## src/inc/fault_status_pkg.sv

```systemverilog
// constants for the regulation fault event/mask logic
// assumes a single 20 MHz system clock and one command decoder upstream
package fault_status_pkg;
// Overview of operation
// each event bit latches on its condition and holds until cleared.
// reading the event register returns its contents then clears it.
// the clear-status command clears event bits but not the mask.
// instrument reset or device clear leaves latched event bits alone.
// an event read returns the binary-weighted sum of the set bits.
// the summary is the OR of event bits whose mask bit is set.
// the mask is readable and writable and reading never alters it.
// the host writes the mask with ones at the positions to enable.
// bit 0 (weight 1) sets when the supply enters constant current.
// bit 1 (weight 2) sets when the supply enters constant voltage.
// even a momentary constant-current entry sets bit 0; cond_sync here drops pulses shorter than two clocks.
// bit 4 (weight 16) sets on a fan fault or overtemperature.
// bit 9 (weight 512) sets when the overvoltage guard trips.
// writing zero to the mask clears it and disables the summary.
// unused bit positions read as zero and never latch.
// conditions are sampled every clock and a set beats a clear.
// the summary drives bit 3 (weight 8) of the status byte.

   localparam int          REG_W          = 16;
   localparam int          BIT_VOLT_UNREG = 0;
   localparam int          BIT_CURR_UNREG = 1;
   localparam int          BIT_OVERTEMP   = 4;
   localparam int          BIT_OVP_TRIP   = 9;
   localparam logic [15:0] IMPL_MASK      = 16'h0213;
   localparam logic [15:0] EVENT_RESET    = 16'h0000;
   localparam logic [15:0] MASK_RESET     = 16'h0000;
   localparam int          SB_W           = 8;
   localparam int          SB_FAULT_BIT   = 3;
   localparam int          SYNC_STAGES    = 3;
endpackage : fault_status_pkg

```

## src/core/cond_sync.sv

```systemverilog
// three-stage synchroniser for asynchronous condition pins
// assumes inputs from analog comparators outside the clock domain
`timescale 1ns/1ps
`default_nettype none
module cond_sync
   import fault_status_pkg::*;
(
   input  wire logic clk_sys_i,
   input  wire logic rst_n_i,
   input  wire logic async_i,
   output var  logic level_o
);
   logic [SYNC_STAGES-1:0] stage;

   // ***********************************************************
   // shift chain
   // ***********************************************************
   // first stage is read only by the second
   always_ff @(posedge clk_sys_i or negedge rst_n_i)
   begin
      if (!rst_n_i)
         stage <= '0;
      else
         stage <= {stage[SYNC_STAGES-2:0], async_i};
   end

   // change accepted once stages two and three agree
   always_ff @(posedge clk_sys_i or negedge rst_n_i)
   begin
      if (!rst_n_i)
         level_o <= 1'b0;
      else if (stage[1] == stage[2])
         level_o <= stage[2];
   end
endmodule : cond_sync
`default_nettype wire

```

## src/core/regulation_fault_status.sv

```systemverilog
// regulation fault event register, enable mask and summary bit
// assumes a command decoder gives one-cycle strobes for each command
`timescale 1ns/1ps
`default_nettype none
module regulation_fault_status
   import fault_status_pkg::*;
(
   input  wire logic              clk_sys_i,
   input  wire logic              rst_n_i,
   input  wire logic              const_current_i,
   input  wire logic              const_voltage_i,
   input  wire logic              fan_fault_i,
   input  wire logic              overvoltage_guard_i,
   input  wire logic              fault_event_read_i,
   input  wire logic              fault_event_read_short_i,
   input  wire logic              clear_status_command_i,
   input  wire logic              instrument_reset_i,
   input  wire logic              device_clear_i,
   input  wire logic              fault_mask_write_i,
   input  wire logic [REG_W-1:0]  mask_wdata_i,
   input  wire logic              fault_mask_read_i,
   output var  logic [REG_W-1:0]  rdata_o,
   output var  logic              rvalid_o,
   output var  logic              regulation_fault_summary_o,
   output var  logic [SB_W-1:0]   status_byte_bits_o
);
   logic [REG_W-1:0] regulation_fault_event;
   logic [REG_W-1:0] fault_mask;
   logic [REG_W-1:0] cond_now;
   logic [REG_W-1:0] next_event;
   logic [3:0]       raw_cond;
   logic [3:0]       sync_cond;
   logic             ev_read;

   // ***********************************************************
   // condition synchronisers
   // ***********************************************************
   assign raw_cond = {overvoltage_guard_i, fan_fault_i,
                      const_voltage_i, const_current_i};

   genvar gi;
   generate
      for (gi = 0; gi < 4; gi++)
      begin : g_sync
         cond_sync u_sync (
            .clk_sys_i (clk_sys_i),
            .rst_n_i   (rst_n_i),
            .async_i   (raw_cond[gi]),
            .level_o   (sync_cond[gi])
         );
      end
   endgenerate

   // map conditions onto their bit positions, others stay zero
   always_comb
   begin
      cond_now                 = '0;
      cond_now[BIT_VOLT_UNREG] = sync_cond[0];
      cond_now[BIT_CURR_UNREG] = sync_cond[1];
      cond_now[BIT_OVERTEMP]   = sync_cond[2];
      cond_now[BIT_OVP_TRIP]   = sync_cond[3];
   end

   assign ev_read = fault_event_read_i | fault_event_read_short_i;

   // ***********************************************************
   // event register
   // ***********************************************************
   // clear first, then or in live conditions so a set wins
   // reset and device-clear strobes are deliberately not used here
   always_comb
   begin
      next_event = regulation_fault_event;
      if (ev_read || clear_status_command_i)
         next_event = '0;
      next_event = (next_event | cond_now) & IMPL_MASK;
   end

   always_ff @(posedge clk_sys_i or negedge rst_n_i)
   begin
      if (!rst_n_i)
         regulation_fault_event <= EVENT_RESET;
      else
         regulation_fault_event <= next_event;
   end

   // ***********************************************************
   // enable mask
   // ***********************************************************
   // clear-status leaves the mask alone; a zero write empties it
   always_ff @(posedge clk_sys_i or negedge rst_n_i)
   begin
      if (!rst_n_i)
         fault_mask <= MASK_RESET;
      else if (fault_mask_write_i)
         fault_mask <= mask_wdata_i;
   end

   // ***********************************************************
   // read data and summary
   // ***********************************************************
   // event read takes precedence if both strobes arrive together
   always_ff @(posedge clk_sys_i or negedge rst_n_i)
   begin
      if (!rst_n_i)
      begin
         rdata_o  <= '0;
         rvalid_o <= 1'b0;
      end
      else
      begin
         rvalid_o <= ev_read | fault_mask_read_i;
         if (ev_read)
            rdata_o <= regulation_fault_event;
         else if (fault_mask_read_i)
            rdata_o <= fault_mask;
      end
   end

   // summary is combinational so it tracks the event bits directly
   assign regulation_fault_summary_o =
      |(regulation_fault_event & fault_mask);

   // only bit 3 carries the summary, the rest belong to other groups
   always_comb
   begin
      status_byte_bits_o = '0;
      status_byte_bits_o[SB_FAULT_BIT] = regulation_fault_summary_o;
   end
endmodule : regulation_fault_status
`default_nettype wire

```

## config.mk

```make
export PLATFORM = sky130hd
export DESIGN_NAME = regulation_fault_status
export DESIGN_NICKNAME = d
export VERILOG_FILES = /design/src/inc/fault_status_pkg.sv /design/src/core/cond_sync.sv /design/src/core/regulation_fault_status.sv
export SDC_FILE = /design/constraint.sdc
export NUM_CORES = 1
export LEC_CHECK = 0
export BUFFER_PORTS_ARGS = -buffer_cell sky130_fd_sc_hd__buf_2
export CAP_MARGIN = 30
export CORE_MARGIN = 2
export CORE_UTILIZATION = 53
export CTS_BUF_LIST = sky130_fd_sc_hd__clkbuf_8
export CTS_CLUSTER_SIZE = 20
export DETAILED_ROUTE_END_ITERATION = 10
export PLACE_DENSITY = 0.81
export SLEW_MARGIN = 20
export SYNTH_ARGS = -nofsm -noshare
export SYNTH_HDL_FRONTEND = slang
export SYNTH_SLANG_ARGS = --single-unit
```

## constraint.sdc

```tcl
create_clock -name clk_sys_i -period 1 [get_ports clk_sys_i]
set_input_delay 0.15 -clock clk_sys_i [delete_from_list [all_inputs] [get_ports clk_sys_i]]
set_output_delay 0.15 -clock clk_sys_i [all_outputs]
set_load 0.01 [all_outputs]
```

==> impl_metrics.env <==
export IMPL_status="complete, but fails checks"
export IMPL_violations="setup timing"
export IMPL_r2r_setup_slack_ns=0.05
export IMPL_powerDensity_nw_per_um2=1660
export IMPL_rsz0062_at_grt="true"
export IMPL_multi_input_area_um2=574
export IMPL_slowest_delay_ns=0.41
export IMPL_fin_area_um2=2510
export IMPL_drv_slew=0
export IMPL_die_area_um2=4250
export IMPL_clkSinkCount=53
export IMPL_first_pass_iters=4
export IMPL_h_tree_depth=2
export IMPL_via_per_inst=4.86
export IMPL_syn_area_per_cell_um2=14.8
export IMPL_cpMaxStageDelayCell="dfrtp_1"
export IMPL_seq_area_um2=1330
export IMPL_clk_pin_slew_ns=0.10
export IMPL_max_freq_mhz=765
export IMPL_routed_top_layer="met4"
export IMPL_drv_cap=0
export IMPL_die_w_um=65.2
export IMPL_drc=0
export IMPL_cts_buffers_inserted=5
export IMPL_crit_type="reg2out"
export IMPL_finalClockSkew_ns=0.00811
export IMPL_path_cells="a22oi_2, nand2_1, buf_2"
export IMPL_insertion_delay_ns=0.30
export IMPL_critical_path_endpoint_type="output port"
export IMPL_grt_pass1_vias=1103
export IMPL_nNetsFinal=229
export IMPL_rows=22
export IMPL_period_share_pct=131
export IMPL_cts_tree="yes"
export IMPL_wl_met3_um=176
export IMPL_setup_violations=2
export IMPL_nFillCells=269
export IMPL_fp_dieH_um=65.2
export IMPL_track_usage_pct=17.2
export IMPL_grt_max_degree=54
export IMPL_total_power_mw=4.17
export IMPL_fin_setup_tns_ns=-0.616
export IMPL_yosysSeqAreaShare_pct=66.8
export IMPL_totalWireLength_mm=3.39
export IMPL_wire_per_inst_um=13.6
export IMPL_drt_iter0_markers=82
export IMPL_worst_slack_ns=-0.308
export IMPL_grt_pass1_wl_mm=5.36
export IMPL_route_vias_total=1210
export IMPL_ys_ff_latch=53
export IMPL_yosysWarnings=0
export IMPL_final_hold_viol_count=0
export IMPL_final_core_util_pct=69.2
export IMPL_route_met2_wl_mm=1.66
export IMPL_gr_total_overflow=0
export IMPL_p_leak_nw=1.25
export IMPL_crit_arrival_ns=1.16
export IMPL_crit_required_ns=0.85
export IMPL_gp_congestion=0.850
export IMPL_worst_setup_path_start_kind="register"
export IMPL_peakVddDrop_mv=1.03
export IMPL_antenna_found_initial=0
export IMPL_met1_length_mm=1.51
export IMPL_post_dp_hpwl_mm=2.26
export IMPL_hp_class="in2reg"
export IMPL_antenna_left=0
export IMPL_fin_hold_ws_ns=0.0719
export IMPL_ys_types=18
export IMPL_cp_max_fo=3
export IMPL_synthToLayoutAreaGrowth_pct=26.7
export IMPL_core_area_um2=3630
export IMPL_cts_buffer_depth=2
export IMPL_period_needed_ns=1.31
export IMPL_pin_count=55
export IMPL_clock_tree_root_cell="clkbuf_8"
export IMPL_netlist_instances=134
export IMPL_port_buffers=45
export IMPL_drive_above_1_share_pct=45.3
export IMPL_syn_area_um2=1990
export IMPL_dpl_cell_area_um2=2240
export IMPL_start_util_pct=54.6
export IMPL_antenna_diode_count=0
==> final cells by class <==
cell class              count  area share, %
repair buffers             67           18.3
clock inverters             3           1.04
multi-input cells          73           22.8
flip-flops and latches     53           52.7
well taps                  48           2.39
clock buffers               5           2.74
==> per-layer routing <==
layer / vias up / track usage (%)
met3: 5 / 5.14
met2: 37 / 27.0
li1: 573 / -
met1: 595 / 22.8
met5: - / 0
met4: 0 / 6.25
==> state kept, by name, indices dropped and copies added (netlist names) <==
name	count
rdata_o	16
regulation_fault_event	4
fault_mask	16
rvalid_o	1
g_sync.u_sync.stage	12
g_sync.u_sync.level_o	4
==> timing repair <==
item                                    CTS  global route
hold buffers                              5             0
endpoints found under the setup margin    4            18
pin swaps                                 1             2
hold endpoints to repair                 57             0
gates resized for setup                   2             4
gates cloned                              0             0
buffers inserted                          3            10
==> placed cells by master, fill, tap and decap left out, types with 4 or more instances in the layout <==
cell type	instances
clkbuf_8	5
a21o_1	4
mux2i_1	16
buf_4	14
dlygate4sd3_1	5
nor2_1	10
o21ai_0	7
mux2_2	16
conb_1	7
buf_2	42
dfrtp_1	53
maj3_1	4
==> kinds of logic after synthesis <==
| group | synth area share, % |
|---|---|
| AOI/OAI and AO/OA | 4.28 |
| adders and majority gates | 2.02 |
| buffers and inverters | 5.92 |
| DFF | 66.8 |
| muxes | 17.1 |
| other | 0.189 |
| and+or+nand+nor | 3.65 |
==> path summary, 6_finish.rpt <==
kind	start	endpoint	depth (start not counted)
max	fault_mask[4]	status_byte_bits_o[3]	3
min	mask_wdata_i[6]	fault_mask[6]	2
max reg2reg	regulation_fault_event[9]	regulation_fault_event[9]	3
min reg2reg	g_sync[3].u_sync.stage[0]	g_sync[3].u_sync.stage[1]	0
max in group asynchronous	rst_n_i	rdata_o[6]	3
min in group asynchronous	rst_n_i	g_sync[0].u_sync.stage[1]	3
==> synth_stat cells, drive strengths merged <==
cell	count	share of area, %
nor3	1	0.25
mux2	16	9.1
or2	1	0.32
maj3	4	2.0
a22oi	2	0.76
conb	1	0.19
a21o	4	1.5
or3	1	0.38
nor2	12	2.5
buf	14	5.9
dfrtp	53	67
mux2i	16	8.1
nand2	1	0.19
o21ai	8	2.0
==> power breakdown <==
part	total, mW	internal (mW)	switching [mW]
sequential	2.40	2.31	0.0980
clock	1.21	0.509	0.700
combinational	0.556	0.307	0.249
total	4.17	3.12	1.05
==> critical path, delay by kind of cell, from the launching register on <==
family / cells / cell delay [ns]
and+or+nand+nor: 1 / 0.10
DFF: 1 / 0.41
AOI/OAI and AO/OA: 1 / 0.20
buffers and inverters: 1 / 0.15
==> through the flow <==
step           setup slack [ns]  instances
3_5_place_dp           -0.00826        223
3_3_place_gp             0.0393        223
4_1_cts                  -0.310        239
6_report                 -0.308        249
5_1_grt                  -0.382        249
2_1_floorplan            0.0322        140
Power figures use the tool's default switching activity.
